File: src/common/vaio_defs.svh
/*
  io port offsets, field positions, reset values and colour codes of the
  video adapter i/o front end; assumes inclusion by bare name
*/
`ifndef VAIO_DEFS_SVH
`define VAIO_DEFS_SVH
// decode: a9..a3 pattern for the timing controller window (a2,a1 ignored)
`define VAIO_CRTC_BASE   10'h3d0
`define VAIO_ADDR_INDEX  10'h3d4
`define VAIO_ADDR_DATA   10'h3d5
`define VAIO_ADDR_MODE   10'h3d8
`define VAIO_ADDR_COLSEL 10'h3d9
`define VAIO_ADDR_STATUS 10'h3da
`define VAIO_ADDR_PENCLR 10'h3db
`define VAIO_ADDR_PENSET 10'h3dc
// timing-controller register count and special indices
`define VAIO_CRTC_NREGS  5'h12
`define VAIO_IDX_CURS_H  5'h0e
`define VAIO_IDX_CURS_L  5'h0f
`define VAIO_IDX_PEN_H   5'h10
`define VAIO_IDX_PEN_L   5'h11
// colour-select fields
`define VAIO_CS_IRGB_MSB 3
`define VAIO_CS_INTSET   4
`define VAIO_CS_PALSET   5
// mode-control fields
`define VAIO_MC_HIRES80  0
`define VAIO_MC_GRAPH    1
`define VAIO_MC_HIRESBW  4
// status fields
`define VAIO_ST_SAFE     0
`define VAIO_ST_PENTRIG  1
`define VAIO_ST_PENSW    2
`define VAIO_ST_VRETR    3
// reset values
`define VAIO_RST_BYTE    8'h00
`define VAIO_RST_COLSEL  6'h00
`define VAIO_RST_INDEX   5'h00
// irgb colour codes, intensity low; intensity bit on its own
`define VAIO_GREEN   4'h2
`define VAIO_CYAN    4'h3
`define VAIO_RED     4'h4
`define VAIO_MAGENTA 4'h5
`define VAIO_BROWN   4'h6
`define VAIO_WHITE   4'h7
`define VAIO_INT_BIT 4'h8
`endif

File: src/common/vaio_pkg.sv
/*
  types for the video adapter i/o front end; assumes vaio_defs.svh is
  available on the include path
*/
package vaio_pkg;
  // bus access phase state, one-hot
  typedef enum logic [3:0]
  {
    VAIO_IDLE  = 4'b0001,
    VAIO_WRITE = 4'b0010,
    VAIO_READ  = 4'b0100,
    VAIO_DONE  = 4'b1000
  } vaio_bus_e;
  typedef logic [3:0] vaio_irgb_t;
endpackage : vaio_pkg

File: src/core/vaio_regmem.sv
/*
  eighteen-entry byte store of the timing-controller registers with a
  registered read port; assumes one clock and writes from the front end
*/
`timescale 1ns/1ps
`include "vaio_defs.svh"
module vaio_regmem
(
  // clock and reset
  input  wire logic       clk_i,
  input  wire logic       rstn_i,
  // write port
  input  wire logic       we_i,
  input  wire logic [4:0] waddr_i,
  input  wire logic [7:0] wdata_i,
  // read port
  input  wire logic [4:0] raddr_i,
  output logic      [7:0] rdata_o
);
  // state as one struct
  typedef struct packed
  {
    logic [17:0][7:0] mem;   // register bytes
    logic [7:0]       rdata; // registered read data
  } vaio_mem_s;
  vaio_mem_s mem_reg;
  vaio_mem_s mem_next;

  // write decode and read mux
  always_comb
  begin
    mem_next = mem_reg;
    if (we_i && (waddr_i < `VAIO_CRTC_NREGS))
    begin
      mem_next.mem[waddr_i] = wdata_i;
    end
    // out-of-range index reads zero
    if (raddr_i < `VAIO_CRTC_NREGS)
    begin
      mem_next.rdata = mem_reg.mem[raddr_i];
    end
    else
    begin
      mem_next.rdata = `VAIO_RST_BYTE;
    end
  end

  // state register
  always_ff @(posedge clk_i or negedge rstn_i)
  begin
    if (!rstn_i)
    begin
      mem_reg <= '0;
    end
    else
    begin
      mem_reg <= mem_next;
    end
  end

  assign rdata_o = mem_reg.rdata;
endmodule : vaio_regmem

File: src/core/vaio_top.sv
/*
  i/o port decode, timing-controller index/data path, mode, colour-select,
  status and light-pen latch, plus two-bit pixel to irgb colour mapping.
  assumes a synchronous i/o strobe from host logic on CLK_I; pen, retrace
  and display-enable inputs are asynchronous and synchronised here.
*/
`timescale 1ns/1ps
`include "vaio_defs.svh"
module vaio_top
(
  // clock and reset
  input  wire logic       CLK_I,
  input  wire logic       RSTN_I,
  // host i/o bus
  input  wire logic [9:0] IO_ADDR_I,
  input  wire logic [7:0] IO_WDATA_I,
  input  wire logic       IO_WR_I,
  input  wire logic       IO_RD_I,
  output logic      [7:0] IO_RDATA_O,
  output logic            IO_RVALID_O,
  // raster and pen pins
  input  wire logic       DISP_SAFE_I,
  input  wire logic       VRETRACE_I,
  input  wire logic       PEN_TRIG_I,
  input  wire logic       PEN_SW_N_I,
  input  wire logic [7:0] PEN_ADDR_H_I,
  input  wire logic [7:0] PEN_ADDR_L_I,
  // pixel path
  input  wire logic       PIXEL_CODE_HIGH_I,
  input  wire logic       PIXEL_CODE_LOW_I,
  input  wire logic       BORDER_I,
  output logic      [3:0] COLOR_IRGB_O,
  // register views
  output logic      [7:0] MODE_CONTROL_O,
  output logic      [5:0] COLOR_SELECT_O,
  output logic            CRTC_WE_O,
  output logic      [4:0] CRTC_ADDR_O,
  output logic      [7:0] CRTC_WDATA_O
);
  // all state in one struct
  typedef struct packed
  {
    logic [1:0]         safe_s;    // display-safe synchroniser
    logic [1:0]         vret_s;    // retrace synchroniser
    logic [1:0]         pen_s;     // pen trigger synchroniser
    logic [1:0]         sw_s;      // pen switch synchroniser
    logic               pen_prev;  // pen level one cycle back
    logic               pen_flag;  // pen trigger latch
    logic [4:0]         index;     // controller index pointer
    logic [7:0]         mode;      // mode control
    logic [5:0]         colsel;    // colour select
    vaio_pkg::vaio_bus_e bus;      // access phase
    logic [1:0]         rsrc;      // read source for answer
    logic [7:0]         rdata;     // read data
    logic               rvalid;    // read answer strobe
    logic               crtc_we;   // controller write strobe
    logic [4:0]         crtc_addr; // controller write index
    logic [7:0]         crtc_wdata;// controller write data
    logic [3:0]         color;     // pixel colour out
  } vaio_st_s;
  vaio_st_s st_reg;
  vaio_st_s st_next;

  // read sources
  localparam logic [1:0] SRC_NONE = 2'h0;
  localparam logic [1:0] SRC_MEM  = 2'h1;
  localparam logic [1:0] SRC_PEN  = 2'h2;
  localparam logic [1:0] SRC_STAT = 2'h3;

  logic [7:0] mem_rdata;   // stored controller byte
  logic       mem_we;      // store write enable

  // timing-controller window decode, a2 and a1 ignored
  function automatic logic crtc_hit(input logic [9:0] a, input logic a0);
    crtc_hit = ((a & 10'h3f9) == (`VAIO_CRTC_BASE | {9'h000, a0}));
  endfunction : crtc_hit

  // palette mapping of a two-bit pixel code
  function automatic vaio_pkg::vaio_irgb_t pal_map(input logic [1:0] c,
                                                   input logic [5:0] cs);
    vaio_pkg::vaio_irgb_t base;
    base = `VAIO_GREEN;
    if (cs[`VAIO_CS_PALSET])
    begin
      case (c)
        2'h1:    base = `VAIO_CYAN;
        2'h2:    base = `VAIO_MAGENTA;
        default: base = `VAIO_WHITE;
      endcase
    end
    else
    begin
      case (c)
        2'h1:    base = `VAIO_GREEN;
        2'h2:    base = `VAIO_RED;
        default: base = `VAIO_BROWN;
      endcase
    end
    // bit 4 intensifies the foreground colours of either set
    if (cs[`VAIO_CS_INTSET])
    begin
      base = base | `VAIO_INT_BIT;
    end
    if (c == 2'h0)
    begin
      base = cs[`VAIO_CS_IRGB_MSB:0];
    end
    pal_map = base;
  endfunction : pal_map

  // controller register store
  vaio_regmem u_regmem
  (
    .clk_i   (CLK_I),
    .rstn_i  (RSTN_I),
    .we_i    (mem_we),
    .waddr_i (st_reg.index),
    .wdata_i (IO_WDATA_I),
    .raddr_i (st_reg.index),
    .rdata_o (mem_rdata)
  );

  // next-state logic
  always_comb
  begin
    logic [1:0] code;
    logic       graph;
    code    = {PIXEL_CODE_HIGH_I, PIXEL_CODE_LOW_I};
    graph   = 1'b0;
    st_next = st_reg;
    mem_we  = 1'b0;
    // pin synchronisers
    st_next.safe_s   = {st_reg.safe_s[0], DISP_SAFE_I};
    st_next.vret_s   = {st_reg.vret_s[0], VRETRACE_I};
    st_next.pen_s    = {st_reg.pen_s[0], PEN_TRIG_I};
    st_next.sw_s     = {st_reg.sw_s[0], PEN_SW_N_I};
    st_next.pen_prev = st_reg.pen_s[1];
    st_next.rvalid   = 1'b0;
    st_next.crtc_we  = 1'b0;
    // bus phase: one access per strobe, answer one cycle after
    case (st_reg.bus)
      vaio_pkg::VAIO_IDLE:
      begin
        if (IO_WR_I)
        begin
          st_next.bus = vaio_pkg::VAIO_WRITE;
          if (crtc_hit(IO_ADDR_I, 1'b0))
          begin
            st_next.index = IO_WDATA_I[4:0];
          end
          else if (crtc_hit(IO_ADDR_I, 1'b1))
          begin
            mem_we             = (st_reg.index < `VAIO_IDX_PEN_H);
            st_next.crtc_we    = mem_we;
            st_next.crtc_addr  = st_reg.index;
            st_next.crtc_wdata = IO_WDATA_I;
          end
          else if (IO_ADDR_I == `VAIO_ADDR_MODE)
          begin
            st_next.mode = IO_WDATA_I;
          end
          else if (IO_ADDR_I == `VAIO_ADDR_COLSEL)
          begin
            st_next.colsel = IO_WDATA_I[5:0];
          end
          else if (IO_ADDR_I == `VAIO_ADDR_PENCLR)
          begin
            st_next.pen_flag = 1'b0;
          end
          else if (IO_ADDR_I == `VAIO_ADDR_PENSET)
          begin
            st_next.pen_flag = 1'b1;
          end
          // other addresses: nothing stored
        end
        else if (IO_RD_I)
        begin
          st_next.bus  = vaio_pkg::VAIO_READ;
          st_next.rsrc = SRC_NONE;
          if (crtc_hit(IO_ADDR_I, 1'b1))
          begin
            if ((st_reg.index == `VAIO_IDX_CURS_H) || (st_reg.index == `VAIO_IDX_CURS_L))
            begin
              st_next.rsrc = SRC_MEM;
            end
            else if ((st_reg.index == `VAIO_IDX_PEN_H) ||
                     (st_reg.index == `VAIO_IDX_PEN_L))
            begin
              st_next.rsrc = SRC_PEN;
            end
          end
          else if (IO_ADDR_I == `VAIO_ADDR_STATUS)
          begin
            st_next.rsrc = SRC_STAT;
          end
          // write-only ports read zero, no side effect
        end
      end
      vaio_pkg::VAIO_READ:
      begin
        st_next.rvalid = 1'b1;
        st_next.bus    = vaio_pkg::VAIO_DONE;
        case (st_reg.rsrc)
          SRC_MEM:  st_next.rdata = mem_rdata;
          SRC_PEN:  st_next.rdata = (st_reg.index == `VAIO_IDX_PEN_H) ?
                                    PEN_ADDR_H_I : PEN_ADDR_L_I;
          SRC_STAT:
          begin
            st_next.rdata = `VAIO_RST_BYTE;
            st_next.rdata[`VAIO_ST_SAFE]    = st_reg.safe_s[1];
            st_next.rdata[`VAIO_ST_PENTRIG] = st_reg.pen_flag;
            st_next.rdata[`VAIO_ST_PENSW]   = st_reg.sw_s[1];
            st_next.rdata[`VAIO_ST_VRETR]   = st_reg.vret_s[1];
          end
          default:  st_next.rdata = `VAIO_RST_BYTE;
        endcase
      end
      vaio_pkg::VAIO_WRITE, vaio_pkg::VAIO_DONE:
      begin
        // wait for strobe release
        if (!IO_WR_I && !IO_RD_I)
        begin
          st_next.bus = vaio_pkg::VAIO_IDLE;
        end
      end
      default:
      begin
        st_next.bus = vaio_pkg::VAIO_IDLE;
      end
    endcase
    // pen rising edge sets the latch, winning over a clear
    if (st_reg.pen_s[1] && !st_reg.pen_prev)
    begin
      st_next.pen_flag = 1'b1;
    end
    // pixel colour by mode
    graph = st_reg.mode[`VAIO_MC_GRAPH];
    if (BORDER_I)
    begin
      st_next.color = st_reg.colsel[`VAIO_CS_IRGB_MSB:0];
    end
    else if (st_reg.mode[`VAIO_MC_HIRESBW])
    begin
      // one bit per dot, set dots take foreground
      st_next.color = PIXEL_CODE_LOW_I ?
                      st_reg.colsel[`VAIO_CS_IRGB_MSB:0] : 4'h0;
    end
    else if (graph)
    begin
      st_next.color = pal_map(code, st_reg.colsel);
    end
    else
    begin
      // text modes: code is fg/bg, bit 4 picks intensified bg
      st_next.color = code[0] ? `VAIO_WHITE :
                      (st_reg.colsel[`VAIO_CS_INTSET] ? `VAIO_INT_BIT : 4'h0);
    end
  end

  // state register
  always_ff @(posedge CLK_I or negedge RSTN_I)
  begin
    if (!RSTN_I)
    begin
      st_reg        <= '0;
      st_reg.bus    <= vaio_pkg::VAIO_IDLE;
      st_reg.colsel <= `VAIO_RST_COLSEL;
      st_reg.index  <= `VAIO_RST_INDEX;
    end
    else
    begin
      st_reg <= st_next;
    end
  end

  // outputs straight from flops
  assign IO_RDATA_O     = st_reg.rdata;
  assign IO_RVALID_O    = st_reg.rvalid;
  assign COLOR_IRGB_O   = st_reg.color;
  assign MODE_CONTROL_O = st_reg.mode;
  assign COLOR_SELECT_O = st_reg.colsel;
  assign CRTC_WE_O      = st_reg.crtc_we;
  assign CRTC_ADDR_O    = st_reg.crtc_addr;
  assign CRTC_WDATA_O   = st_reg.crtc_wdata;
endmodule : vaio_top

File: config.mk
export PLATFORM = sky130hd
export DESIGN_NAME = vaio_top
export DESIGN_NICKNAME = d
export VERILOG_FILES = /design/src/common/vaio_pkg.sv /design/src/core/vaio_regmem.sv /design/src/core/vaio_top.sv
export VERILOG_INCLUDE_DIRS = /design/src /design/src/common
export SDC_FILE = /design/constraint.sdc
export NUM_CORES = 1
export LEC_CHECK = 0
export BUFFER_PORTS_ARGS = -buffer_cell sky130_fd_sc_hd__buf_2
export CELL_PAD_IN_SITES_DETAIL_PLACEMENT = 1
export CELL_PAD_IN_SITES_GLOBAL_PLACEMENT = 2
export CORE_MARGIN = 2
export CORE_UTILIZATION = 38
export CTS_CLUSTER_DIAMETER = 50
export DETAILED_ROUTE_END_ITERATION = 6
export HOLD_SLACK_MARGIN = 0.05
export PLACE_DENSITY_LB_ADDON = 0.1
export SLEW_MARGIN = 5
export SYNTH_ARGS = -nofsm -noshare
export SYNTH_HDL_FRONTEND = slang
export SYNTH_SLANG_ARGS = --single-unit
File: constraint.sdc
create_clock -name CLK_I -period 2 [get_ports CLK_I]
set_clock_uncertainty 0.1 [all_clocks]
set_input_delay 0.2 -clock CLK_I [delete_from_list [all_inputs] [get_ports CLK_I]]
set_output_delay 0.2 -clock CLK_I [all_outputs]
set_load 0.03 [all_outputs]
* Word-level counts from Yosys, hierarchy flattened
Index checks and enable logic that the tools add are counted.
** Storage, ports and cells
- Memory bits (writable) :: 0
- Bits in latches :: 0
- Logic and storage cells :: 142
- Input port bits :: 45
- Memories :: 0
- Flip-flop bits (word level) :: 214
- Output and inout port bits :: 41
- ROM bits :: 0
** Operators by class
- Multiply operators :: 0
- Magnitude comparators :: 4
- Divide/modulo/power cells :: 0
- Bitwise operators :: 4
- Equality and inequality tests :: 26
- Muxes and demuxes :: 51
- Shift operators :: 0
- $add $sub $neg :: 0
- Reduce and logical (&&, ||, !) cells :: 21
** Operators by type and width (number)
- $bwmux W144 :: 1
- $mux W14 :: 6
- $eq A10 B10 Y1 const B :: 5
- $mux W4 :: 11
- $bmux W8 S5 :: 1
- $demux W8 S5 :: 1
- $mux W20 :: 2
- $mux W8 :: 5
- $pmux W8 S3 :: 1
- $mux W6 :: 3
- $eq A8 B8 Y1 const B :: 2
- $mux W1 :: 12
- $pmux W3 S2 :: 2
- $pmux W4 S3 :: 1
- $eq A5 B4 Y1 const B :: 2
- $eq A5 B5 Y1 const B :: 2
- $lt A5 B5 Y1 const B :: 2
- $mux W2 :: 4
- $ne A2 B1 Y1 const B :: 4
- $reduce_and A7 Y1 :: 1
- $eq A2 B2 Y1 const B :: 3
- $lt A5 B6 Y1 const B :: 1
- $reduce_and A3 Y1 :: 2
- $reduce_and A6 Y1 :: 1
- 20 further kinds :: 31

* Longest topological paths before layout
Gate-level depths: netlist (run 1).
- Depth after elaboration :: 10
- Depth in mapped cells :: 6
- Depth with buffers taken out :: 4

* By module
Synthesis (run 1) repeated with hierarchy kept, for this count alone.
** Second synthesis, totals
- Cells, all modules :: 726
- Area, all modules :: 10123.5 um2
** By module, submodules not included
- vaio_regmem :: area an instance 7088.0 um2, cells each 470, instances 1
- vaio_top :: area an instance 3035.4 um2, cells each 256, instances 1

* Worst setup path before layout (run 1)
OpenSTA, ideal clock, no wires.
- Kind :: register to register
- Start :: register st_reg[29] in the netlist's numbering
- End :: register u_regmem.mem_reg[103] in the netlist's numbering
- Cell stages (with the launch flop) :: 5
- Data required time :: 1.775 ns
- Path slack :: -0.102 ns
- Path buffers :: 0
- Library setup time :: 0.125 ns
- Data arrival time :: 1.877 ns
- Cells stage by stage :: dfstp_2 > nor4b_4 > nand2_4 > nor4b_4 > mux2_2
** Between the ends
- Cells in the longest elaborated chain, start to end :: 3
** RTL lines
- from (decl) :: RTL line vaio_top.sv:61 : vaio_st_s st_reg;
- from (signal assigned) :: RTL line vaio_top.sv:272 : st_reg <= st_next;
- $eq A4 B1 Y1 :: RTL line vaio_top.sv:141 : case (st_reg.bus)
- $mux W1 :: RTL line vaio_top.sv:141
- $logic_and A1 B1 Y1 :: RTL line vaio_regmem.sv:33 : if (we_i && (waddr_i < `VAIO_CRTC_NREGS))
- to (signal assigned) :: RTL line vaio_regmem.sv:57 : mem_reg <= mem_next;
- to (decl) :: RTL line vaio_regmem.sv:26 : vaio_mem_s mem_reg;
No other way between the ends.
A chain may end at the register's enable or synchronous reset.

* Worst setup path after layout (run 1)
- Start :: register st_reg[29] in the netlist's numbering
- End :: register u_regmem.mem_reg[113] in the netlist's numbering
The elaborated chain is that of the path after synthesis.

==> out/qor.txt, run 1 <==
==================================================================================
Outcome ............................................................. finished, violations left
Remaining number of nets flagged by the antenna check after routing .            0
Fin. max-slew vios ..................................................            0
Detailed-route wire length ..........................................      26.9 mm
Worst max-slew margin expressed relative to the limit ...............        0.615
IR drop worst, VDD ..................................................       554 uV
Commonest non-fill, non-tap cell in the layout ......................      dfrtp_1
Die outline height ..................................................  165 microns
Final hold violation count ..........................................            0
Largest incremental delay on the critical path ......................      0.53 ns
Static leakage ......................................................      5.89 nW
Initial Utilization .................................................        0.388
Final min period ....................................................      2.03 ns
Worst-margin pin slew ...............................................     0.576 ns
Worst R2R Start .....................................................   st_reg[29]
Distinct cell type count of the synthesized netlist .................           49
Critical path's slowest cell ........................................      dfstp_2
Clock Tree Buf Depth ................................................            3
Antenna fix cells ...................................................            0
Number of nets in the layout ........................................          919
Maximum number of pins on one net before global-route repair ........           61
Post-synthesis register bit count ...................................          214
Number of placement rows ............................................           58
WL met3 .............................................................      1.00 mm
Max cap viols .......................................................            0
Synthesis-to-layout area growth .....................................        28.5%
Yosys top cell area share ...........................................        0.543
Detailed-routed wire length on met2 .................................      13.3 mm
# setup viols final .................................................           73
Most common flop cell mapped by yosys ...............................      dfrtp_1
Highest signal layer in the routed design ...........................         met4
DRC violation count after routing ...................................            0
Worst Path Arrival ..................................................      2.35 ns
Post-synthesis area per instance ....................................   13.0 sq um
Most area-consuming cells after synthesis ........................... dfrtp_1, mux2_2, mux2i_1, buf_4, clkbuf_1
Fin Setup TNS .......................................................     -1.05 ns
Violated checks ..................................................... negative setup slack
Cell Count, Final, Fillers Out ......................................         1226
Library cell occupying the most area in the post-synthesis netlist ..      dfrtp_1
Number of buffers added on ports ....................................           85
Number of global-route vias before repair ...........................         7239
Warnings from Yosys .................................................            0
Gate count of the mapped netlist ....................................          755
Worst skew pair latency .............................................      0.54 ns
Switching power share of the total ..................................        0.265
Total routing usage reported by global routing ......................        0.206
Post-layout total power .............................................      11.5 mW
Number of inserted filler cells in the final layout .................         2536
Vias per std cell ...................................................         5.24
Async set-or-reset flop fraction in the synthesized netlist .........         1.00
Wire length the detailed router placed on met1 ......................      12.0 mm
Count of vias placed by the detailed router .........................         6420
Comb pwr share ......................................................        0.121
First-pass GRT wire length ..........................................      42.6 mm
Placer's final routability congestion estimate ......................        0.764
CTS tree ............................................................        built
Clock-pin slew on the worst setup and hold paths ....................      0.06 ns
Power Internal ......................................................      8.48 mW
Capturing element type of the critical path .........................    flip-flop
Beginning of the worst hold path .................................... IO_ADDR_I[1]
Reg-to-reg endpoint ................................................. u_regmem.mem_reg[113]
Core box area .......................................................  25300 sq um
Utilization after layout ............................................        0.499
Die width ...........................................................  165 microns
Crit path setup slack, layout .......................................   -0.0334 ns
Required time worst endpoint ........................................      2.32 ns
Startpoint types ....................................................    flip-flop
Critical path class ................................................. flip-flop to flip-flop
Post-synthesis instance area ........................................   9810 sq um
Average wire per cell in the routed design .......................... 22.0 microns
Flip-flop count of the largest register after layout ................          144
Boundary pin count ..................................................           86
Highest clock rate ..................................................      492 MHz
Setup slack, reg-to-reg .............................................     -0.03 ns
Clock root cell .....................................................    clkbuf_16
Hold EP ............................................................. COLOR_SELECT_O[0]
RSZ-0062 raised after global routing ................................          yes
Power density over cell area ........................................  915 nW/um^2
Sink count of the clock tree ........................................          214
Clock network fraction of total power ...............................        0.469
Class of the worst hold path ........................................ input pin to flip-flop
Ratio of cells with drive above 1 in the final layout ...............        0.456
Number of instances in the placed design ............................         1133
Die Area ............................................................  27100 sq um
Global-route congestion overflow total ..............................            0
H-tree depth reported by CTS ........................................            1
Sequential share of power ...........................................        0.409
DRC violation total after the first TritonRoute iteration ...........          318
Number of instances on the worst hold path ..........................            4
Clock buffers created by TritonCTS ..................................           30
Register-to-Register Path Depth .....................................            6
Final cycle utilization of the critical path ........................         1.02
Number of enable-type register cells in the synthesized netlist .....            0
Largest fanout on the critical path .................................            8
Initial antenna violation count .....................................            0
Most frequent cells in the layout ................................... dfrtp_1, mux2_2, buf_2
Seq/Total Area, Yosys ...............................................        0.546
Net switching power of the design ...................................      3.06 mW
Worst Hold Slack ....................................................    0.0575 ns
Series of cell instances along the critical path .................... nor4b_4 -> buf_6 -> nand3_2 -> nor2_4 -> buf_12 -> mux2_2
HPWL after detailed placement .......................................      18.1 mm
Post-Syn Nets .......................................................          800
DRT Pass-1 Iters ....................................................            4
==================================================================================
## worst max-delay path by stage
stage,start,to,slack (ns),depth (start not counted)
after floorplan,st_reg[29],u_regmem.mem_reg[46],-0.09,4
after CTS,st_reg[29],u_regmem.mem_reg[102],-0.09,6
after global routing,st_reg[29],u_regmem.mem_reg[41],-0.12,6
after detailed placement,st_reg[30],u_regmem.mem_reg[130],-0.12,5
final,st_reg[29],u_regmem.mem_reg[113],-0.03,6
after global placement,st_reg[49],u_regmem.rdata_o[6],-0.07,6
## metal layers
metal / track usage / vias up
met3: 0.0276 / 42
met1: 0.277 / 3338
li1: - / 2927
met2: 0.355 / 113
met5: 0 / -
met4: 0.0474 / 0
## cell families (layout without fill, tap and decap cells)
| kind of cell | count (synthesis) | count (layout) | share of synthesized area |
|---|---|---|---|
| AO/OA/AOI/OAI | 75 | 75 | 0.0518 |
| buffers and inverters | 106 | 247 | 0.0566 |
| flip-flops | 214 | 214 | 0.546 |
| multiplexers | 235 | 235 | 0.263 |
| AND/OR/NAND/NOR | 125 | 125 | 0.0829 |
## power groups by stage
| stage | Combinational [mW] | Sequential, mW | Clock (mW) |
|---|---|---|---|
| detailed placement | 1.29 | 4.80 | 0 |
| finish | 1.40 | 4.73 | 5.41 |
| CTS | 1.41 | 4.72 | 5.55 |
| floorplan | 0.947 | 4.70 | 0 |
| global route | 1.53 | 4.75 | 5.74 |
| global placement | 1.25 | 4.78 | 0 |
## cell type report
type	count	area (sq um)	share of cell area
tap	330	413	0.0327
timing repair buffer	186	1570	0.124
sequential	214	5360	0.425
inverter	7	26.3	0.00208
clock buffer	36	805	0.0638
multi-input combinational	435	4210	0.334
clock inverter	18	224	0.0178
## repair_timing
item	in CTS	in global routing
endpoints found under the hold margin	233	0
gates cloned	0	0
buffers inserted	4	4
pin swaps	10	7
resized for setup	65	12
hold buffers	31	0
endpoints found under the setup margin	168	168
## cell usage after synthesis, drive strengths merged (2+ instances only)
cell     number
dfrtp       213
mux2        160
mux2i        73
buf          54
clkbuf       45
nor2         34
nand3        21
a22oi        19
nand2        16
o21ai        14
o22ai        14
a32oi         8
nor3          8
a21oi         7
inv           7
nand4         6
nor2b         6
a211oi        4
and2          4
nor3b         4
nand3b        3
nor4          3
a221oi        2
and4b         2
mux4          2
nand2b        2
nand4b        2
nand4bb       2
nor4b         2
o22a          2
or2           2
or4b          2
or4bb         2
## metrics by stage
stage,worst slack (ns),area (sq um)
2_1_floorplan,-0.0869,9840
3_3_place_gp,-0.0708,10900
3_5_place_dp,-0.118,10900
4_1_cts,-0.0861,12500
5_1_grt,-0.116,12600
6_report,-0.0334,12600
## worst max-delay path, delay by kind of cell (launching register included)
family	cells	cell delay (ns)
simple gates	3	0.61
buf+inv	2	0.33
mux	1	0.34
flops	1	0.53
(Power assumes the default switching activity.)
==> inputs of run 2 (changes only) <==
--- a/config.mk
+++ b/config.mk
@@ -10,7 +10,7 @@
 export CELL_PAD_IN_SITES_DETAIL_PLACEMENT = 1
 export CELL_PAD_IN_SITES_GLOBAL_PLACEMENT = 2
 export CORE_MARGIN = 2
-export CORE_UTILIZATION = 38
+export CORE_UTILIZATION = 43
 export CTS_CLUSTER_DIAMETER = 50
 export DETAILED_ROUTE_END_ITERATION = 6
 export HOLD_SLACK_MARGIN = 0.05
@@ -18,4 +18,5 @@
 export SLEW_MARGIN = 5
 export SYNTH_ARGS = -nofsm -noshare
 export SYNTH_HDL_FRONTEND = slang
+export SYNTH_HIERARCHICAL = 1
 export SYNTH_SLANG_ARGS = --single-unit
==> constraint.sdc (replaced) <==
create_clock -name CLK_I -period 2.3 [get_ports CLK_I]
set_clock_uncertainty 0.1 [all_clocks]
set_input_delay 0.23 -clock CLK_I [delete_from_list [all_inputs] [get_ports CLK_I]]
set_output_delay 0.23 -clock CLK_I [all_outputs]
set_load 0.03 [all_outputs]
==> run 2 against run 1 <==
Effect of this change: sequential power fell by 15%; power fell by 18%; critical path type unchanged; final area down 1.7%; the flow still finishes with violations (negative setup slack); worst setup slack worse by 0.32 ns; count of clock-buffer cells in the layout decreased by 1; non-clock buffer count is 28 lower.
==> out/qor.txt, run 2 <==
==================================================================================
Flip-flop count of the largest register after layout ................          144   unchanged
HPWL after detailed placement .......................................      17.0 mm   was 18.1 mm
Worst-margin pin slew ...............................................     0.748 ns   was 0.576 ns
Initial Utilization .................................................        0.435   was 0.388
Capturing element type of the critical path .........................    flip-flop   unchanged
Post-synthesis instance area ........................................  10100 sq um   was 9810 sq um
Total routing usage reported by global routing ......................        0.215   was 0.206
Count of vias placed by the detailed router .........................         6304   was 6420
Critical path class ................................................. flip-flop to flip-flop   unchanged
Vias per std cell ...................................................         5.39   was 5.24
Class of the worst hold path ........................................ input pin to flip-flop   unchanged
Number of buffers added on ports ....................................           85   unchanged
Max cap viols .......................................................            0   unchanged
Core box area .......................................................  23300 sq um   was 25300 sq um
Most frequent cells in the layout ................................... dfrtp_1, mux2_2, buf_2   unchanged
Final min period ....................................................      2.65 ns   was 2.03 ns
Seq/Total Area, Yosys ...............................................        0.529   was 0.546
Worst max-slew margin expressed relative to the limit ...............        0.501   was 0.615
Post-Syn Nets .......................................................          771   was 800
Most area-consuming cells after synthesis ........................... dfrtp_1, mux2_2, mux2i_1, buf_4, mux4_2   was dfrtp_1, mux2_2, mux2i_1, buf_4, clkbuf_1
Maximum number of pins on one net before global-route repair ........           69   was 61
Critical path buffers and inverters .................................            1   was 2
Detailed-route wire length ..........................................      25.8 mm   was 26.9 mm
Commonest non-fill, non-tap cell in the layout ......................      dfrtp_1   unchanged
DRC violation total after the first TritonRoute iteration ...........          315   was 318
Die Area ............................................................  24800 sq um   was 27100 sq um
Outcome ............................................................. finished, violations left   unchanged
Clock buffers created by TritonCTS ..................................           29   was 30
Die width ...........................................................  157 microns   was 165 microns
Global-route met2 utilization .......................................        0.369   was 0.355
Boundary pin count ..................................................           86   unchanged
Required time worst endpoint ........................................      2.61 ns   was 2.32 ns
Final cycle utilization of the critical path ........................         1.15   was 1.02
Reg-to-reg endpoint ................................................. u_regmem/mem_reg[127]   was u_regmem.mem_reg[113]
Die outline height ..................................................  157 microns   was 165 microns
Ratio of cells with drive above 1 in the final layout ...............        0.472   was 0.456
Largest incremental delay on the critical path ......................      0.53 ns   about the same
Most frequent cell on the critical path .............................      nor2b_4
Distinct cell type count of the synthesized netlist .................           64   was 49
Setup slack, reg-to-reg .............................................     -0.35 ns   was -0.03 ns
GR Util met1 ........................................................        0.295   was 0.277
Number of placement rows ............................................           56   was 58
Static leakage ......................................................      5.86 nW   was 5.89 nW
Async set-or-reset flop fraction in the synthesized netlist .........         1.00   unchanged
Crit path setup slack, layout .......................................    -0.349 ns   was -0.0334 ns
Final hold violation count ..........................................            0   unchanged
Remaining number of nets flagged by the antenna check after routing .            0   unchanged
Library cell occupying the most area in the post-synthesis netlist ..      dfrtp_1   unchanged
Series of cell instances along the critical path .................... nor4b_4 -> and4_1 -> and3_4 -> nor2b_4 -> nand2b_4 -> nor3b_4 -> nor2b_4 -> buf_8 -> mux2_2   was nor4b_4 -> buf_6 -> nand3_2 -> nor2_4 -> buf_12 -> mux2_2
Worst Path Arrival ..................................................      2.96 ns   was 2.35 ns
Post-synthesis area per instance ....................................   13.9 sq um   was 13.0 sq um
Power density over cell area ........................................  762 nW/um^2   was 915 nW/um^2
Grt met3 use ........................................................       0.0240   was 0.0276
Number of global-route vias before repair ...........................         6979   was 7239
DRT Pass-1 Iters ....................................................            4   unchanged
RSZ-0062 raised after global routing ................................          yes   unchanged
Initial antenna violation count .....................................            0   unchanged
Top cell types by occurrence after synthesis ........................ dfrtp_1, mux2_2, mux2i_1, buf_4, nand2_1   was dfrtp_1, mux2_2, mux2i_1, clkbuf_1, buf_4
Number of nets in the layout ........................................          875   was 919
GRT Max-Usage Layer .................................................         met2   unchanged
Violated checks ..................................................... negative setup slack   unchanged
H-tree depth reported by CTS ........................................            1   unchanged
Worst skew pair latency .............................................      0.54 ns   about the same
Highest clock rate ..................................................      378 MHz   was 492 MHz
Largest fanout on the critical path .................................            8   unchanged
DRC violation count after routing ...................................            0   unchanged
Clock-pin slew on the worst setup and hold paths ....................      0.06 ns   about the same
Synthesis-to-layout area growth .....................................        22.4%   was 28.5%
Global-route congestion overflow total ..............................            0   unchanged
IR drop worst, VDD ..................................................       444 uV   was 554 uV
Post-synthesis register bit count ...................................          214   unchanged
Warnings from Yosys .................................................            6   was 0
Clock root cell .....................................................    clkbuf_16   unchanged
Crit path max-delay family .......................................... simple AND/OR/NAND/NOR gates   unchanged
Yosys top cell area share ...........................................        0.527   was 0.543
Number of enable-type register cells in the synthesized netlist .....            0   unchanged
Fin. max-slew vios ..................................................            0   unchanged
Utilization after layout ............................................        0.533   was 0.499
Number of instances on the worst hold path ..........................            3   was 4
Startpoint types ....................................................    flip-flop   unchanged
Hold EP .............................................................   st_reg[28]   was COLOR_SELECT_O[0]
Most used standard cell by instance count after synthesis ...........      dfrtp_1   unchanged
Register-to-Register Path Depth .....................................            9   was 6
CTS tree ............................................................        built   unchanged
Worst R2R Start .....................................................   st_reg[29]   unchanged
# setup viols final .................................................          144   was 73
Sink count of the clock tree ........................................          214   unchanged
Antenna fix cells ...................................................            0   unchanged
First-pass GRT wire length ..........................................      40.8 mm   was 42.6 mm
Number of inserted filler cells in the final layout .................         2298   was 2536
Placer's final routability congestion estimate ......................        0.797   was 0.764
Worst Hold Slack ....................................................    0.0685 ns   was 0.0575 ns
Average wire per cell in the routed design .......................... 22.1 microns   was 22.0 microns
Most common flop cell mapped by yosys ...............................      dfrtp_1   unchanged
Critical path's slowest cell ........................................      dfstp_2   unchanged
Beginning of the worst hold path .................................... IO_ADDR_I[0]   was IO_ADDR_I[1]
Clock Tree Buf Depth ................................................            3   unchanged
Gate count of the mapped netlist ....................................          726   was 755
==================================================================================
run 2: cell types whose count changed in the layout (fill, tap and decap cells not counted), moves of 6 or more:
cell	delta
buf_12	-10
nor2_1	-6
a32oi_1	-6
o221ai_1	+8
mux2_2	+28
mux2i_1	-12
o22ai_1	-7
nand3_1	-13
nor2_2	-8
nand4_1	-6
buf_4	-19
clkinv_4	+6
mux2_4	-13
mux4_2	+14
run 2: metal layers:
metal,part of all wire,vias to the layer above
met5,0,-
met4,0.017,0
met3,0.030,37
met2,0.50,110
met1,0.45,3325
li1,-,2832
run 2: stage by stage:
step / setup WS, ns / cells / TNS (ns) / instance area, sq um / power (mW)
CTS: -0.364 / 1169 / -38.32 / 12400 / 9.57
global placement: -0.349 / 1084 / -35.14 / 10900 / 4.99
finish: -0.349 / 1170 / -40.13 / 12400 / 9.45
global route: -0.454 / 1170 / -55.69 / 12400 / 9.83
floorplan: -0.578 / 726 / -64.16 / 10200 / 4.71
detailed placement: -0.393 / 1084 / -38.13 / 10900 / 5.03
run 2: how the worst max path moves through the flow:
stage | from | end | slack [ns] | cells past startpoint
2_1_floorplan | st_reg[29] | u_regmem/mem_reg[120] | -0.58 | 12
3_3_place_gp | st_reg[29] | u_regmem/mem_reg[146] | -0.35 | 7
3_5_place_dp | st_reg[29] | u_regmem/mem_reg[145] | -0.39 | 7
4_1_cts | st_reg[29] | u_regmem/mem_reg[127] | -0.36 | 9
5_1_grt | st_reg[29] | u_regmem/mem_reg[127] | -0.45 | 9
6_report | st_reg[29] | u_regmem/mem_reg[127] | -0.35 | 9
run 2: worst register-to-register path, stage by stage (launching register included):
cell and delay (ns):
dfstp_2 0.53, nor4b_4 0.20, and4_1 0.24, and3_4 0.19
nor2b_4 0.26, nand2b_4 0.11, nor3b_4 0.21, nor2b_4 0.19
buf_8 0.16, mux2_2 0.34
run 2: cell families (layout without fill, tap and decap cells):
kind of cell,Yosys count,after routing,synth area share
simple gates,102,102,0.0690
flops,214,214,0.529
buf+inv,92,217,0.0597
mux,253,253,0.298
compound gates,65,65,0.0442
run 2: what timing repair did:
item | 4_1_cts | 5_1_grt
endpoints found under the setup margin | 144 | 144
hold buffers | 30 | 0
gates resized for setup | 33 | 4
setup buffers | 3 | 2
pin swaps | 4 | 2
endpoints found under the hold margin | 84 | 0
run 2: layout make-up:
class | count | area [sq um] | area share
Clock buffer | 35 | 758 | 0.0612
Clock inverter | 17 | 206 | 0.0167
Inverter | 7 | 26.3 | 0.00212
Multi-Input combinational cell | 420 | 4410 | 0.356
Sequential cell | 214 | 5360 | 0.432
Tap cell | 319 | 399 | 0.0322
Timing Repair Buffer | 158 | 1240 | 0.0999
run 2: where the power goes:
part / internal, mW / switching (mW)
combinational: 0.388 / 0.620
clock: 2.71 / 1.73
sequential: 3.91 / 0.0893
total: 7.01 / 2.44
